==> config.mk <==
export PLATFORM = sky130hd
export DESIGN_NAME = port_pad_control
export DESIGN_NICKNAME = d
export VERILOG_FILES = /design/src/rtl/port_pad_pkg.sv /design/src/rtl/int_glitch_filter.sv /design/src/rtl/port_pad_control.sv
export VERILOG_INCLUDE_DIRS = /design/src /design/src/rtl
export SDC_FILE = /design/constraint.sdc
export NUM_CORES = 1
export LEC_CHECK = 0
export BUFFER_PORTS_ARGS = -buffer_cell sky130_fd_sc_hd__buf_2
export CAP_MARGIN = 20
export CELL_PAD_IN_SITES_DETAIL_PLACEMENT = 1
export CELL_PAD_IN_SITES_GLOBAL_PLACEMENT = 2
export CORE_MARGIN = 4
export CORE_UTILIZATION = 35
export CTS_BUF_LIST = sky130_fd_sc_hd__clkbuf_2 sky130_fd_sc_hd__clkbuf_4 sky130_fd_sc_hd__clkbuf_8
export DETAILED_ROUTE_END_ITERATION = 6
export PLACE_DENSITY_LB_ADDON = 0.1
export SYNTH_ARGS = -nofsm -noshare
export SYNTH_HDL_FRONTEND = slang
export SYNTH_SLANG_ARGS = --single-unit
export TNS_END_PERCENT = 30
==> constraint.sdc <==
create_clock -name clk -period 4.3 [get_ports clk]
set_input_delay 0 -clock clk [delete_from_list [all_inputs] [get_ports clk]]
set_output_delay 0 -clock clk [all_outputs]
set_load 0.02 [all_outputs]
==> src/rtl/port_pad_defs.svh <==
// Register offsets, reset values, field positions and timing counts
// Assumes inclusion by bare name from the pad control files
`ifndef PORT_PAD_DEFS_SVH
`define PORT_PAD_DEFS_SVH
// ----------------------------------------------------------------
// Register offsets
// ----------------------------------------------------------------
`define OFS_PORT0_DATA     8'h80
`define OFS_PORT1_DATA     8'h90
`define OFS_PORT2_DATA     8'ha0
`define OFS_PORT3_DATA     8'hb0
`define OFS_PORT4_DATA     8'ha1
`define OFS_PORT0_PU       8'h9a
`define OFS_PORT0_PD       8'h9b
`define OFS_PORT1_PU       8'h9c
`define OFS_PORT1_PD       8'h9d
`define OFS_PORT2_PU       8'h9e
`define OFS_PORT2_PD       8'h9f
`define OFS_PORT3_PU       8'ha2
`define OFS_PORT3_PD       8'ha3
`define OFS_PORT4_PU       8'ha4
`define OFS_PORT4_PD       8'ha5
`define OFS_CTRL_B         8'ha7
`define OFS_SLEW           8'had
`define OFS_CTRL_A         8'hae
`define OFS_ANALOG         8'hf3
`define OFS_UNLOCK_KEY     8'hef
// ----------------------------------------------------------------
// Reset values and unlock sequence
// ----------------------------------------------------------------
`define RST_DATA           8'hff
`define RST_PULL           8'h00
`define RST_SLEW           8'hff
`define RST_CTRL           8'h00
`define RST_ANALOG         8'h00
`define KEY_FIRST          8'hff
`define KEY_SECOND         8'h00
// ----------------------------------------------------------------
// Field positions
// ----------------------------------------------------------------
`define CB_ADC_DOUBLE      7
`define CB_INT_FILTER      5
`define CB_STAGGER         4
`define CA_LVR_OFF         7
`define CA_AUDIO_MINUS_OFF 4
`define CA_SYSCLK_OUT      2
`define CA_COMPARE_OFF     1
`define CA_HYST4_OFF       0
`define PIN_SYSCLK         29
`define PIN_AUDIO_MINUS    30
`define PIN_AUDIO_PLUS     31
`define PIN_COMPARE1       9
// ----------------------------------------------------------------
// Timing
// ----------------------------------------------------------------
`define CLK_PERIOD_NS      4
`define FILTER_TIME_NS     2000
`define FILTER_CYCLES \
    ((`FILTER_TIME_NS + `CLK_PERIOD_NS - 1) / `CLK_PERIOD_NS)
`endif

==> src/rtl/port_pad_pkg.sv <==
// Types shared by the pad control block
// Assumes nothing of its surroundings
package port_pad_pkg;
    typedef enum logic [2:0]
    {
        KEY_LOCKED = 3'b001,
        KEY_FIRST  = 3'b010,
        KEY_OPEN   = 3'b100
    } unlock_state_type;

    typedef enum logic [3:0]
    {
        SEL_NONE, SEL_DATA, SEL_PU, SEL_PD, SEL_CTRL_B,
        SEL_SLEW, SEL_CTRL_A, SEL_ANALOG, SEL_KEY
    } reg_kind_type;

    typedef struct packed
    {
        reg_kind_type kind;
        logic [2:0]   idx;
    } reg_sel_type;
endpackage

==> src/rtl/int_glitch_filter.sv <==
// Glitch filter for the external interrupt input pads
// Assumes inputs synchronous to clk
`timescale 1ns/1ns
`include "port_pad_defs.svh"
module int_glitch_filter
#(
    parameter int WIDTH = 3,
    parameter int COUNT = `FILTER_CYCLES
)
(
    input  wire logic             clk,
    input  wire logic             arst_n,
    input  wire logic             enable,
    input  wire logic [WIDTH-1:0] rawIn,
    output logic      [WIDTH-1:0] cleanOut
);
    localparam int CW = $clog2(COUNT + 1);

    logic [CW-1:0] cnt_reg [WIDTH];

    generate
        if (WIDTH < 1 || COUNT < 1)
        begin : g_bad
            $error("int_glitch_filter: WIDTH and COUNT must be >= 1");
        end
    endgenerate

    // ----------------------------------------------------------------
    // Level must stand for COUNT cycles before it passes
    // ----------------------------------------------------------------
    always_ff @(posedge clk or negedge arst_n)
    begin
        if (!arst_n)
        begin
            cleanOut <= '0;
            for (int i = 0; i < WIDTH; i++)
                cnt_reg[i] <= '0;
        end
        else
        begin
            for (int i = 0; i < WIDTH; i++)
            begin
                if (rawIn[i] == cleanOut[i])
                    cnt_reg[i] <= '0;
                else if (!enable || cnt_reg[i] == CW'(COUNT - 1))
                begin
                    cleanOut[i] <= rawIn[i];
                    cnt_reg[i]  <= '0;
                end
                else
                    cnt_reg[i] <= cnt_reg[i] + 1'b1;
            end
        end
    end
endmodule

==> src/rtl/port_pad_control.sv <==
// Pad control for five 8-bit ports with system controls, control registers A and B key-protected
// Assumes an SFR bus synchronous to clk and pads taking enable-low drive
`timescale 1ns/1ns
`include "port_pad_defs.svh"
module port_pad_control
#(
    parameter int PORTS        = 5,
    parameter int FILTER_COUNT = `FILTER_CYCLES
)
(
    input  wire logic          clk,
    input  wire logic          arst_n,
    input  wire logic [7:0]    sfrAddr,
    input  wire logic          sfrWrite,
    input  wire logic          sfrRead,
    input  wire logic [7:0]    sfrWdata,
    output logic      [7:0]    sfrRdata,
    input  wire logic [39:0]   padIn,
    output logic      [39:0]   padOut,
    output logic      [39:0]   padOutEn_n,
    output logic      [39:0]   pullUpOn,
    output logic      [39:0]   pullDownOn,
    output logic      [4:0]    hysteresisOff,
    output logic      [4:0]    slewLimit,
    output logic      [7:0]    analogOn,
    input  wire logic          sysClkTap,
    input  wire logic [2:0]    compareOut,
    input  wire logic [2:0]    compareActive,
    input  wire logic          audioOn,
    input  wire logic          audioPlus,
    input  wire logic          audioMinus,
    input  wire logic [2:0]    intPadRaw,
    output logic      [2:0]    intPadClean,
    output logic               adcClockDoubler,
    output logic               lowVoltageResetOff
);
    logic [7:0]  data_reg    [PORTS];
    logic [7:0]  applied_reg [PORTS];
    logic [7:0]  pu_reg      [PORTS];
    logic [7:0]  pd_reg      [PORTS];
    logic [7:0]  ctrlB_reg;
    logic [7:0]  ctrlA_reg;
    logic [7:0]  slew_reg;
    logic [7:0]  key_reg;
    logic [39:0] padSample_reg;
    logic [2:0]  stagger_reg;
    logic [39:0] puVec;
    logic [39:0] pdVec;
    logic [39:0] dataVec;
    logic [39:0] anVec;
    logic [39:0] altMask;
    logic [39:0] altData;
    port_pad_pkg::unlock_state_type key_reg_state;
    port_pad_pkg::reg_sel_type      sel;
    logic        protOk;

    generate
        if (PORTS != 5)
        begin : g_bad
            $error("port_pad_control: PORTS must be 5");
        end
    endgenerate

    // ----------------------------------------------------------------
    // Address decode
    // ----------------------------------------------------------------
    function automatic port_pad_pkg::reg_sel_type decode(
        input logic [7:0] a);
        port_pad_pkg::reg_sel_type s;
        s.kind = port_pad_pkg::SEL_NONE;
        s.idx  = 3'h0;
        if (a == `OFS_PORT0_DATA)
            s = '{port_pad_pkg::SEL_DATA, 3'h0};
        else if (a == `OFS_PORT1_DATA)
            s = '{port_pad_pkg::SEL_DATA, 3'h1};
        else if (a == `OFS_PORT2_DATA)
            s = '{port_pad_pkg::SEL_DATA, 3'h2};
        else if (a == `OFS_PORT3_DATA)
            s = '{port_pad_pkg::SEL_DATA, 3'h3};
        else if (a == `OFS_PORT4_DATA)
            s = '{port_pad_pkg::SEL_DATA, 3'h4};
        else if (a == `OFS_PORT0_PU)
            s = '{port_pad_pkg::SEL_PU, 3'h0};
        else if (a == `OFS_PORT0_PD)
            s = '{port_pad_pkg::SEL_PD, 3'h0};
        else if (a == `OFS_PORT1_PU)
            s = '{port_pad_pkg::SEL_PU, 3'h1};
        else if (a == `OFS_PORT1_PD)
            s = '{port_pad_pkg::SEL_PD, 3'h1};
        else if (a == `OFS_PORT2_PU)
            s = '{port_pad_pkg::SEL_PU, 3'h2};
        else if (a == `OFS_PORT2_PD)
            s = '{port_pad_pkg::SEL_PD, 3'h2};
        else if (a == `OFS_PORT3_PU)
            s = '{port_pad_pkg::SEL_PU, 3'h3};
        else if (a == `OFS_PORT3_PD)
            s = '{port_pad_pkg::SEL_PD, 3'h3};
        else if (a == `OFS_PORT4_PU)
            s = '{port_pad_pkg::SEL_PU, 3'h4};
        else if (a == `OFS_PORT4_PD)
            s = '{port_pad_pkg::SEL_PD, 3'h4};
        else if (a == `OFS_CTRL_B)
            s.kind = port_pad_pkg::SEL_CTRL_B;
        else if (a == `OFS_SLEW)
            s.kind = port_pad_pkg::SEL_SLEW;
        else if (a == `OFS_CTRL_A)
            s.kind = port_pad_pkg::SEL_CTRL_A;
        else if (a == `OFS_ANALOG)
            s.kind = port_pad_pkg::SEL_ANALOG;
        else if (a == `OFS_UNLOCK_KEY)
            s.kind = port_pad_pkg::SEL_KEY;
        return s;
    endfunction

    assign sel    = decode(sfrAddr);
    assign protOk = key_reg_state == port_pad_pkg::KEY_OPEN;

    // ----------------------------------------------------------------
    // Unlock sequence
    // ----------------------------------------------------------------
    always_ff @(posedge clk or negedge arst_n)
    begin
        if (!arst_n)
        begin
            key_reg_state <= port_pad_pkg::KEY_LOCKED;
            key_reg       <= 8'h00;
        end
        else if (sfrWrite)
        begin
            if (sel.kind == port_pad_pkg::SEL_KEY)
            begin
                key_reg <= sfrWdata;
                case (key_reg_state)
                    port_pad_pkg::KEY_LOCKED:
                        key_reg_state <= (sfrWdata == `KEY_FIRST) ?
                            port_pad_pkg::KEY_FIRST :
                            port_pad_pkg::KEY_LOCKED;
                    port_pad_pkg::KEY_FIRST:
                        key_reg_state <= (sfrWdata == `KEY_SECOND) ?
                            port_pad_pkg::KEY_OPEN :
                            (sfrWdata == `KEY_FIRST) ? port_pad_pkg::KEY_FIRST :
                            port_pad_pkg::KEY_LOCKED;
                    default:
                        key_reg_state <= (sfrWdata == `KEY_FIRST) ?
                            port_pad_pkg::KEY_FIRST :
                            port_pad_pkg::KEY_LOCKED;
                endcase
            end
            else if (sel.kind == port_pad_pkg::SEL_CTRL_A ||
                     sel.kind == port_pad_pkg::SEL_CTRL_B)
                key_reg_state <= port_pad_pkg::KEY_LOCKED;
        end
    end

    // ----------------------------------------------------------------
    // Port registers
    // ----------------------------------------------------------------
    always_ff @(posedge clk or negedge arst_n)
    begin
        if (!arst_n)
        begin
            for (int p = 0; p < PORTS; p++)
            begin
                data_reg[p] <= `RST_DATA;
                pu_reg[p]   <= `RST_PULL;
                pd_reg[p]   <= `RST_PULL;
            end
        end
        else if (sfrWrite)
        begin
            if (sel.kind == port_pad_pkg::SEL_DATA)
                data_reg[sel.idx] <= sfrWdata;
            else if (sel.kind == port_pad_pkg::SEL_PU)
                pu_reg[sel.idx] <= sfrWdata;
            else if (sel.kind == port_pad_pkg::SEL_PD)
                pd_reg[sel.idx] <= sfrWdata;
        end
    end

    // ----------------------------------------------------------------
    // System control registers
    // ----------------------------------------------------------------
    always_ff @(posedge clk or negedge arst_n)
    begin
        if (!arst_n)
        begin
            ctrlA_reg <= `RST_CTRL;
            ctrlB_reg <= `RST_CTRL;
            slew_reg  <= `RST_SLEW;
            analogOn  <= `RST_ANALOG;
        end
        else if (sfrWrite)
        begin
            if (sel.kind == port_pad_pkg::SEL_CTRL_A && protOk)
                ctrlA_reg <= sfrWdata;
            else if (sel.kind == port_pad_pkg::SEL_CTRL_B && protOk)
                ctrlB_reg <= sfrWdata;
            else if (sel.kind == port_pad_pkg::SEL_SLEW)
                slew_reg <= sfrWdata;
            else if (sel.kind == port_pad_pkg::SEL_ANALOG)
                analogOn <= sfrWdata;
        end
    end

    assign slewLimit          = slew_reg[4:0];
    assign hysteresisOff      = {ctrlA_reg[`CA_HYST4_OFF],
                                 ctrlB_reg[3:0]};
    assign adcClockDoubler    = ctrlB_reg[`CB_ADC_DOUBLE];
    assign lowVoltageResetOff = ctrlA_reg[`CA_LVR_OFF];

    // ----------------------------------------------------------------
    // Output staggering
    // ----------------------------------------------------------------
    always_ff @(posedge clk or negedge arst_n)
    begin
        if (!arst_n)
        begin
            stagger_reg <= 3'h0;
            for (int p = 0; p < PORTS; p++)
                applied_reg[p] <= `RST_DATA;
        end
        else
        begin
            stagger_reg <= (stagger_reg == 3'(PORTS - 1)) ?
                3'h0 : stagger_reg + 3'h1;
            for (int p = 0; p < PORTS; p++)
                if (!ctrlB_reg[`CB_STAGGER] || stagger_reg == 3'(p))
                    applied_reg[p] <= data_reg[p];
        end
    end

    // ----------------------------------------------------------------
    // Pad drive
    // ----------------------------------------------------------------
    always_comb
    begin
        for (int p = 0; p < PORTS; p++)
        begin
            puVec[p*8 +: 8]   = pu_reg[p];
            pdVec[p*8 +: 8]   = pd_reg[p];
            dataVec[p*8 +: 8] = applied_reg[p];
        end
        anVec   = {32'h0, analogOn};
        altMask = '0;
        altData = '0;
        altMask[`PIN_SYSCLK] = ctrlA_reg[`CA_SYSCLK_OUT];
        altData[`PIN_SYSCLK] = sysClkTap;
        altMask[`PIN_COMPARE1 +: 3] =
            compareActive & {3{~ctrlA_reg[`CA_COMPARE_OFF]}};
        altData[`PIN_COMPARE1 +: 3] = compareOut;
        altMask[`PIN_AUDIO_PLUS] = audioOn;
        altData[`PIN_AUDIO_PLUS] = audioPlus;
        altMask[`PIN_AUDIO_MINUS] =
            audioOn & ~ctrlA_reg[`CA_AUDIO_MINUS_OFF];
        altData[`PIN_AUDIO_MINUS] = audioMinus;
    end

    always_ff @(posedge clk or negedge arst_n)
    begin
        if (!arst_n)
        begin
            padOut     <= '0;
            padOutEn_n <= '1;
            pullUpOn   <= '0;
            pullDownOn <= '0;
        end
        else
        begin
            padOut <= (altMask & altData) |
                      (~altMask & puVec & pdVec & dataVec);
            padOutEn_n <= ~(((puVec & pdVec) | ~dataVec | altMask) &
                            ~anVec);
            pullUpOn   <= puVec & ~pdVec & dataVec & ~altMask &
                          ~anVec;
            pullDownOn <= pdVec & ~puVec & dataVec & ~altMask &
                          ~anVec;
        end
    end

    // ----------------------------------------------------------------
    // Read path
    // ----------------------------------------------------------------
    always_ff @(posedge clk or negedge arst_n)
    begin
        if (!arst_n)
            padSample_reg <= '1;
        else
            padSample_reg <= padIn;
    end

    always_ff @(posedge clk or negedge arst_n)
    begin
        if (!arst_n)
            sfrRdata <= 8'h00;
        else if (sfrRead)
        begin
            case (sel.kind)
                port_pad_pkg::SEL_DATA:
                    sfrRdata <= padSample_reg[sel.idx*8 +: 8];
                port_pad_pkg::SEL_PU:     sfrRdata <= pu_reg[sel.idx];
                port_pad_pkg::SEL_PD:     sfrRdata <= pd_reg[sel.idx];
                port_pad_pkg::SEL_CTRL_A: sfrRdata <= ctrlA_reg;
                port_pad_pkg::SEL_CTRL_B: sfrRdata <= ctrlB_reg;
                port_pad_pkg::SEL_SLEW:   sfrRdata <= slew_reg;
                port_pad_pkg::SEL_ANALOG: sfrRdata <= analogOn;
                port_pad_pkg::SEL_KEY:    sfrRdata <= key_reg;
                default:                  sfrRdata <= 8'h00;
            endcase
        end
    end

    // ----------------------------------------------------------------
    // Interrupt pad filter
    // ----------------------------------------------------------------
    int_glitch_filter #(.WIDTH(3), .COUNT(FILTER_COUNT)) u_filter
    (
        .clk      (clk),
        .arst_n   (arst_n),
        .enable   (ctrlB_reg[`CB_INT_FILTER]),
        .rawIn    (intPadRaw),
        .cleanOut (intPadClean)
    );
endmodule

==> results of run 1 <==
## power breakdown
part	switching, mW	internal [mW]
sequential	0.137	4.36
clock	1.74	2.47
combinational	0.331	0.245
total	2.20	7.08
## how the worst max path moves through the flow
| stage | from | end | slack (ps) | cells after the start |
|---|---|---|---|---|
| 2_1_floorplan | sfrAddr[2] | pdVec[24] | 2150 | 6 |
| 3_3_place_gp | sfrAddr[4] | pdVec[6] | 1280 | 6 |
| 3_5_place_dp | sfrAddr[4] | pdVec[1] | 1280 | 6 |
| 4_1_cts | sfrAddr[2] | puVec[12] | 1460 | 8 |
| 5_1_grt | sfrAddr[2] | puVec[12] | 1310 | 8 |
| 6_report | sfrAddr[2] | pdVec[13] | 1370 | 8 |
## final cells by class
cell class / count / area (sq um) / area share
repair buffers: 396 / 2670 / 0.117
inverters: 21 / 78.8 / 0.00347
flip-flops and latches: 444 / 11300 / 0.498
clock buffers: 137 / 1700 / 0.0747
well taps: 672 / 841 / 0.0370
clock inverters: 7 / 42.5 / 0.00187
multi-input cells: 826 / 6070 / 0.267
## cells by family (layout without fill, tap and decap cells)
logic type	count (synthesis)	count (layout)
flip-flops	444	444
AND/OR/NAND/NOR	417	417
multiplexers	207	207
AO/OA/AOI/OAI	169	169
buffers and inverters	83	561
XOR/XNOR	25	25
adder cells (fa/ha/maj)	8	8
## Yosys cell counts, drive strengths merged, types with 3 or more instances
| master | number |
|---|---|
| a221oi | 3 |
| a32oi | 5 |
| o22ai | 9 |
| o211ai | 6 |
| or4 | 3 |
| ha | 8 |
| inv | 21 |
| nor2b | 6 |
| xnor2 | 18 |
| nand2 | 121 |
| nor3b | 13 |
| a211oi | 9 |
| and3b | 14 |
| xor2 | 7 |
| or2 | 7 |
| dfrtp | 275 |
| o41ai | 3 |
| a21oi | 16 |
| dfstp | 169 |
| o221a | 3 |
| a21boi | 28 |
| nand3b | 3 |
| nor4bb | 13 |
| mux2i | 6 |
| nand3 | 31 |
| a21o | 12 |
| and3 | 40 |
| nor3 | 14 |
| mux2 | 201 |
| nor2 | 105 |
| a311oi | 4 |
| nand4 | 12 |
| o21ai | 23 |
| o221ai | 6 |
| and2 | 3 |
| nor4 | 8 |
| buf | 28 |
| a31oi | 13 |
| nor4b | 4 |
| clkbuf | 34 |
| a222oi | 6 |
| or3 | 3 |
| a22oi | 7 |
| nand2b | 12 |
## layout by cell type, fill, tap and decap left out, types with 5 or more instances in the layout
master,instances
nor3_1,11
nand4_1,12
buf_2,262
mux2i_1,6
xnor2_1,18
and3_1,40
o211ai_1,5
nand2_1,120
o22ai_1,9
xor2_1,7
nor4bb_1,13
or2_2,7
dfstp_2,169
a22oi_1,7
a32oi_1,5
nor2_1,102
clkbuf_4,30
nor2b_1,6
o221ai_1,6
ha_1,8
clkbuf_8,107
mux2_2,201
nand2b_1,12
a211oi_1,8
inv_1,21
a31oi_1,13
a21oi_1,16
nand3_1,31
and3b_1,14
dlygate4sd3_1,115
dfrtp_1,275
a222oi_1,6
nor4_1,6
o21ai_0,20
a21o_1,12
a21boi_0,27
buf_4,12
nor3b_1,13
## per-stage QoR
| step | hold slack [ps] | cell area [sq um] | utilization | total power [mW] |
|---|---|---|---|---|
| floorplan | -296 | 17700 | - | 4.76 |
| global placement | 106 | 19800 | 0.394 | 5.05 |
| detailed placement | 107 | 19800 | 0.395 | 5.07 |
| CTS | 48.3 | 22700 | 0.452 | 9.44 |
| global route | 103 | 22700 | 0.453 | 9.70 |
| finish | 68.2 | 22700 | 0.453 | 9.28 |
## worst max-delay path: stages
cell	delay, ps
dlygate4sd3_1	530
buf_2	200
or4b_4	590
or3_4	420
nand2_2	500
nand3_1	240
nor2_2	530
mux2_2	400
## timing repair
item,in CTS,in global routing
endpoints found under the hold margin,352,0
hold buffers,115,0
resized for setup,0,0
endpoints found under the setup margin,0,0
## routing by layer
layer / track usage / wire (um) / vias to the layer above
li1: - / - / 5649
met1: 0.281 / 25200 / 6545
met2: 0.344 / 27500 / 310
met3: 0.0377 / 2710 / 69
met4: 0.0751 / 1440 / 0
met5: 0 / 0 / -
==> flow_summary.yaml, run 1 <==
status:
  outcome: "complete, no violations"
cts:
  postCtsSetupBuffers: 0
  numCtsBuffers: 79
  cts_tree: "done"
  cts_buffer_depth: 3
  clk_pin_slew_ps: 60
  clock_sinks: 444
  clkLatencyLatePin_ps: 660
  h-tree-depth: 3
  root_buffer: "clkbuf_8"
floorplanning:
  coreArea_sq_um: 50200
  start_util: 0.354
  num_io_pins: 264
  die_height_um: 233
  die_w_um: 233
  rows: 82
  die-area_sq_um: 54300
yosys:
  syn_inst: 1353
  mappedNetlistArea_sq_um: 17700
  ys_ff_latch: 444
  synth_xor_area_frac: 0.0123
  synthesis.nets: 1434
  ys_seq_area_frac: 0.638
  synth_simple_gate_area_share: 0.123
  synth_cell_type_count: 74
  async_reset_ff_frac: 1.00
  synth_mux_area_frac: 0.131
  yosysWarnings: 0
  synth_compound_area_frac: 0.0691
  synth_edf_count: 0
  synthAdderAreaFrac: 0.00564
  synth_top_cell_by_area: "dfrtp_1"
  syn_avg_cell_area_sq_um: 13.1
  synth_top_family_by_area: "multiplexers"
  synth_top_area_frac: 0.388
  synthFlopType: "dfrtp_1"
  synth_area_leaders: "dfrtp_1 39%, dfstp_2 25%, mux2_2 13%"
sta:
  skew_ps: 35.5
  slew_viol_final: 0
  fmax_mhz: 341
  rsz0062_at_grt: "no"
  slew_headroom: 0.313
  layout_setup_ws_ps: 1370
  final.min_clock_period_ps: 2930
  timing.final.crit_share: 0.681
  worst_pin_slew_ps: 1030
  finalHoldViolations: 0
  final.setup.tns_ps: 0
  setup_viol: 0
drt:
  wl_per_cell_um: 22.7
  drtIter0Drc: 596
  ant_nets: 0
  viasPerCell: 5.02
  drc: 0
  drt-total-wl_um: 56800
  drtPass1Iterations: 5
  vias: 12573
finish:
  drive_above_1_share: 0.448
  area_delta_synth_final_pct: 28.1
  nets: 1849
  antenna_cells: 0
  fillers: 5303
  layoutNonFillerInstCount: 2503
placement:
  dp_slack_ps: 1280
  dp_cells: 2242
  place_congestion: 0.818
  hpwlAfterDp_um: 39600
  port_buffers: 263
power:
  irDropWorstVdd_v: 0.000215
  p_per_area_nw_per_um2: 409
  leakagePower_nw: 11.0
grt:
  grt_max_degree: 124
  grt_pass1_vias: 13552
  grt_overflow: 0
  grt_util_all_layers: 0.210
  antenna_found_initial: 0
  grt_first_pass_wirelength_um: 85200
critical_path:
  cp-start-kind: "input pin"
  r2r_start: "ctrlA_reg[1]"
  r2r_end: "padOut[11]"
  critical_path_class: "input pin to register"
  rrSetupSlack_ps: 2220
  required_ps: 4810
  ff2ff_path_depth: 5
  crit_arrival_ps: 3440
  end_kind: "register"
  crit_fanout: 26
hold_path:
  hold_path_class: "input pin to asynchronous set/reset pin"
run:
  drv_cap: 0
No activity file was read; power rests on OpenSTA's default activity.
==> inputs of run 2 (changes only) <==
Clock period 4.3 ns to 3 ns, I/O delays scaled along.
==> flow_summary.yaml, run 2 (synthesis gave the netlist of run 1 again) <==
cts:
  clock_sinks: 444
  cts_buffer_depth: 3
  root_buffer: "clkbuf_8"
  cts.hold.buffers_added: 114
  cts_tree: "done"
  h-tree-depth: 3
  postCtsSetupBuffers: 0
  clkLatencyLatePin_ps: 650
  ctsResizeCount: 0
  numCtsBuffers: 80
  clk_pin_slew_ps: 60
sta:
  skew_ps: 25.8
  worst_pin_slew_ps: 858
  layout_setup_ws_ps: 287
  timing.final.crit_share: 0.904
  slew_headroom: 0.428
  final.setup.tns_ps: 0
  rsz0062_at_grt: "no"
  finalHoldViolations: 0
  hold_ws_ps: 31.5
  setup_viol: 0
  fmax_mhz: 369
  final.min_clock_period_ps: 2710
  slew_viol_final: 0
floorplanning:
  start_util: 0.354
  die_height_um: 233
  num_io_pins: 264
  rows: 82
  die_w_um: 233
  coreArea_sq_um: 50200
  die-area_sq_um: 54300
drt:
  drtIter0Drc: 653
  viasPerCell: 5.02
  drt-total-wl_um: 57100
  vias: 12699
  wl_per_cell_um: 22.6
  ant_nets: 0
  drc: 0
  drtPass1Iterations: 5
power:
  p_per_area_nw_per_um2: 591
  leakagePower_nw: 11.1
  irDropWorstVdd_v: 0.000268
critical_path:
  required_ps: 3570
  cp-start-kind: "input pin"
  ff2ff_path_depth: 6
  crit_arrival_ps: 3280
  r2r_end: "applied_reg[35]"
  crit_fanout: 14
  critical_path_class: "input pin to register"
  r2r_start: "stagger_reg[0]"
  end_kind: "register"
  rrSetupSlack_ps: 910
finish:
  layoutNonFillerInstCount: 2528
  drive_above_1_share: 0.456
  layout_commonest_cell: "dfrtp_1"
  area_delta_synth_final_pct: 29.5
  fillers: 5270
  mostFrequentLayoutCells: "275 x dfrtp_1, 262 x buf_2, 201 x mux2_2, 169 x dfstp_2, 120 x nand2_1"
  nets: 1870
grt:
  grt_max_degree: 97
  grt_util_all_layers: 0.212
  grt_overflow: 0
  grt_pass1_vias: 13749
  grt_first_pass_wirelength_um: 86700
  antenna_found_initial: 0
run:
  drv_cap: 0
status:
  outcome: "complete, no violations"
placement:
  place_congestion: 0.844
  hpwlAfterDp_um: 40600
  port_buffers: 263
  dp_cells: 2265
  dp_slack_ps: 270
hold_path:
  hold_path_class: "input pin to asynchronous set/reset pin"
run 2: cell count changes in the layout (fill, tap and decap cells not counted), sizes merged:
cell / delta
inv: +1
bufinv: +3
clkinvlp: -1
buf: +21
dlygate4sd3: -1
clkbuf: -6
clkinv: +7
diode: +1
run 2: routing by layer:
metal	global-route usage	routed length (um)	vias to the layer above
li1	-	-	5702
met1	0.292	25800	6608
met2	0.341	27200	307
met3	0.0361	2520	82
met4	0.0717	1530	0
met5	0	0	-
run 2: through the flow:
| step | utilization | cell area (sq um) | total power, mW |
|---|---|---|---|
| after floorplan | - | 17700 | 6.82 |
| after CTS | 0.458 | 23000 | 13.8 |
| after global routing | 0.458 | 23000 | 14.2 |
| after global placement | 0.399 | 20000 | 7.27 |
| final | 0.458 | 23000 | 13.6 |
| after detailed placement | 0.399 | 20000 | 7.29 |
run 2: report_power, final:
group	internal (mW)	switching [mW]	leakage, nW	total [mW]
clock	3.75	2.53	0.970	6.28
sequential	6.25	0.192	5.55	6.45
combinational	0.364	0.481	4.63	0.845
run 2: worst max path at each step:
| stage | endpoint | startpoint | depth (start not counted) |
|---|---|---|---|
| 6_report | sfrRdata[0] | sfrAddr[2] | 10 |
| 3_5_place_dp | sfrRdata[7] | sfrAddr[2] | 8 |
| 5_1_grt | sfrRdata[7] | sfrAddr[2] | 9 |
| 3_3_place_gp | sfrRdata[7] | sfrAddr[2] | 8 |
| 2_1_floorplan | pdVec[24] | sfrAddr[2] | 6 |
| 4_1_cts | sfrRdata[7] | sfrAddr[2] | 9 |
run 2: cell type report:
class / instances / area [sq um] / area share
diodes: 1 / 2.50 / 0.000109
flip-flops and latches: 444 / 11300 / 0.493
well taps: 672 / 841 / 0.0366
clock buffers: 131 / 1650 / 0.0720
inverters: 21 / 78.8 / 0.00343
clock inverters: 17 / 169 / 0.00735
multi-input cells: 826 / 6050 / 0.264
repair buffers: 416 / 2850 / 0.124
run 2: critical path: stages:
cell	delay (ps)
dlygate4sd3_1	540
buf_2	200
nor4b_1	480
nand4_1	390
nand2_1	530
buf_4	290
nand2_1	70
a311oi_1	270
o21ai_0	260
a32oi_1	230
==> inputs of run 3 (changes only) <==
Settings changed: SYNTH_HIERARCHICAL set to 1.
==> flow_summary.yaml, run 3 <==
grt:
  grt_util_all_layers: 0.212
  grt_busiest_layer: "met2"
  grt_overflow: 0
  grt_first_pass_wirelength_um: 90000
  grt_max_degree: 71
  grtUsageMet2: 0.347
  use_met1: 0.279
  globalRouteMet3Util: 0.0470
  grt_pass1_vias: 13853
  antenna_found_initial: 2
sta:
  finalHoldViolations: 0
  fmax_mhz: 476
  rsz0062_at_grt: "no"
  timing.final.crit_share: 0.700
  skew_ps: 25.1
  hold_ws_ps: 57.0
  final.min_clock_period_ps: 2100
  worst_pin_slew_ps: 759
  layout_setup_ws_ps: 899
  final.setup.tns_ps: 0
  slew_viol_final: 0
  slew_headroom: 0.491
  setup_viol: 0
yosys:
  yosysWarnings: 6
  synth.most_common_cell: "dfrtp_1"
  syn_inst: 1359
  synthFlopType: "dfrtp_1"
  mappedNetlistArea_sq_um: 18100
  synth_top_area_frac: 0.380
  synth_cell_type_count: 73
  ys_ff_latch: 444
  synthTopCellsByCount: "275 x dfrtp_1, 210 x mux2_2, 169 x dfstp_2"
  syn_avg_cell_area_sq_um: 13.3
  ys_seq_area_frac: 0.625
  async_reset_ff_frac: 1.00
  synth_top_cell_by_area: "dfrtp_1"
  synth_edf_count: 0
  synth_area_leaders: "dfrtp_1 38%, dfstp_2 25%, mux2_2 13%"
  synthesis.nets: 1440
placement:
  hpwlAfterDp_um: 41100
  dp_slack_ps: 308
  place_congestion: 0.843
  port_buffers: 263
  placed_area_sq_um: 20300
critical_path:
  cp-start-kind: "register"
  critical-path-max-stage-delay_ps: 570
  crit_fanout: 5
  end_kind: "register"
  critical_path_class: "register to register"
  path_buf_inv: 2
  required_ps: 3580
  path_delay_family: "buffers and inverters"
  path_cells: "nor2b_1, nand2_1, dlygate4sd3_1, o21ai_0, dlygate4sd3_1"
  crit_slowest_cell: "dlygate4sd3_1"
  crit_arrival_ps: 2680
  path_common_cell: "dlygate4sd3_1"
floorplanning:
  die-area_sq_um: 55400
  coreArea_sq_um: 51300
  die_height_um: 235
  num_io_pins: 264
  die_w_um: 235
  start_util: 0.353
  rows: 83
power:
  leakagePower_nw: 11.3
  p_per_area_nw_per_um2: 578
  irDropWorstVdd_v: 0.000352
cts:
  postCtsSetupBuffers: 0
  numCtsBuffers: 81
  h-tree-depth: 3
  clk_pin_slew_ps: 60
  root_buffer: "clkbuf_8"
  cts_buffer_depth: 3
  cts_tree: "done"
  clkLatencyLatePin_ps: 650
  clock_sinks: 444
drt:
  drt-total-wl_um: 59600
  drtIter0Drc: 580
  drtPass1Iterations: 7
  wl_per_cell_um: 23.4
  vias: 12894
  viasPerCell: 5.07
  drc: 0
  ant_nets: 0
run:
  drv_cap: 0
finish:
  design_area_sq_um: 23300
  drive_above_1_share: 0.464
  layout_commonest_cell: "dfrtp_1"
  mostFrequentLayoutCells: "275 x dfrtp_1, 262 x buf_2, 210 x mux2_2, 169 x dfstp_2, 113 x dlygate4sd3_1"
  area_delta_synth_final_pct: 28.5
  nets: 1873
status:
  outcome: "complete, no violations"
hold_path:
  hold_path_class: "input pin to register"
[run 3: cell types whose count changed after synthesis, moves of 8 or more]
cell / delta
nor2_1: -38
nand2_1: -32
o21ai_0: +27
nand3_1: +12
xnor2_1: -11
mux2i_1: +10
mux2_2: +9
a221oi_1: +8
buf_1: +8
mux2_4: +8
or3_1: +8
[run 3: worst register-to-register path, cell delays in order, from the launching register on]
cell	delay [ps]
dfrtp_1	520
nor2b_1	230
nand2_1	80
dlygate4sd3_1	560
o21ai_0	70
dlygate4sd3_1	570
[run 3: worst paths after layout]
| kind | from | end | slack, ps | depth (start not counted) |
|---|---|---|---|---|
| max in group asynchronous | arst_n | padOutEn_n[17] | 1580 | 4 |
| min | sfrWdata[2] | slew_reg[2] | 60 | 2 |
| min in group asynchronous | arst_n | pullDownOn[19] | 510 | 3 |
| min reg2reg | key_reg_state[0] | key_reg_state[0] | 490 | 2 |
| max | ctrlA_reg[1] | padOut[10] | 900 | 5 |
| max reg2reg | ctrlA_reg[1] | padOut[10] | 900 | 5 |
[run 3: logic make-up (layout without fill, tap and decap cells)]
group / after synthesis / after routing / share of synthesized area
XOR/XNOR: 13 / 13 / 0.00629
flip-flops: 444 / 444 / 0.625
multiplexers: 235 / 235 / 0.147
AO/OA/AOI/OAI: 193 / 193 / 0.0734
AND/OR/NAND/NOR: 379 / 379 / 0.119
buffers and inverters: 87 / 588 / 0.0236
adder cells (fa/ha/maj): 8 / 8 / 0.00553
other: 0 / 4 / 0
[run 3: where the power goes]
group	internal [mW]	switching, mW
Combinational	0.359	0.485
Sequential	6.24	0.180
Clock	3.59	2.60
Total	10.2	3.26
[run 3: final cells by class]
class | count | area (sq um)
antenna | 4 | 10.0
timing repair buffer | 418 | 2850
inverter | 19 | 71.3
clock buffer | 136 | 1700
fill | 5418 | 28000
multi-input combinational | 828 | 6360
tap | 680 | 851
clock inverter | 15 | 96.3
sequential | 444 | 11300
[run 3: what timing repair did]
item                                    in CTS  in global routing
resized for setup                            0                  0
endpoints found under the setup margin       0                  0
hold endpoints to repair                   408                  0
hold buffers                               114                  0
[run 3: per-stage QoR]
step / utilization / cells / total power, mW
final: 0.453 / 2544 / 13.5
after global routing: 0.453 / 2542 / 14.0
after CTS: 0.453 / 2540 / 13.7
after detailed placement: 0.396 / 2275 / 7.25
after global placement: 0.396 / 2275 / 7.23
after floorplan: - / 1359 / 6.80
[run 3: per-layer routing]
metal | vias up | routed length, um
met3 | 99 | 2980
met5 | - | 0
met4 | 0 | 1730
met2 | 340 | 28800
met1 | 6664 | 26200
li1 | 5791 | -
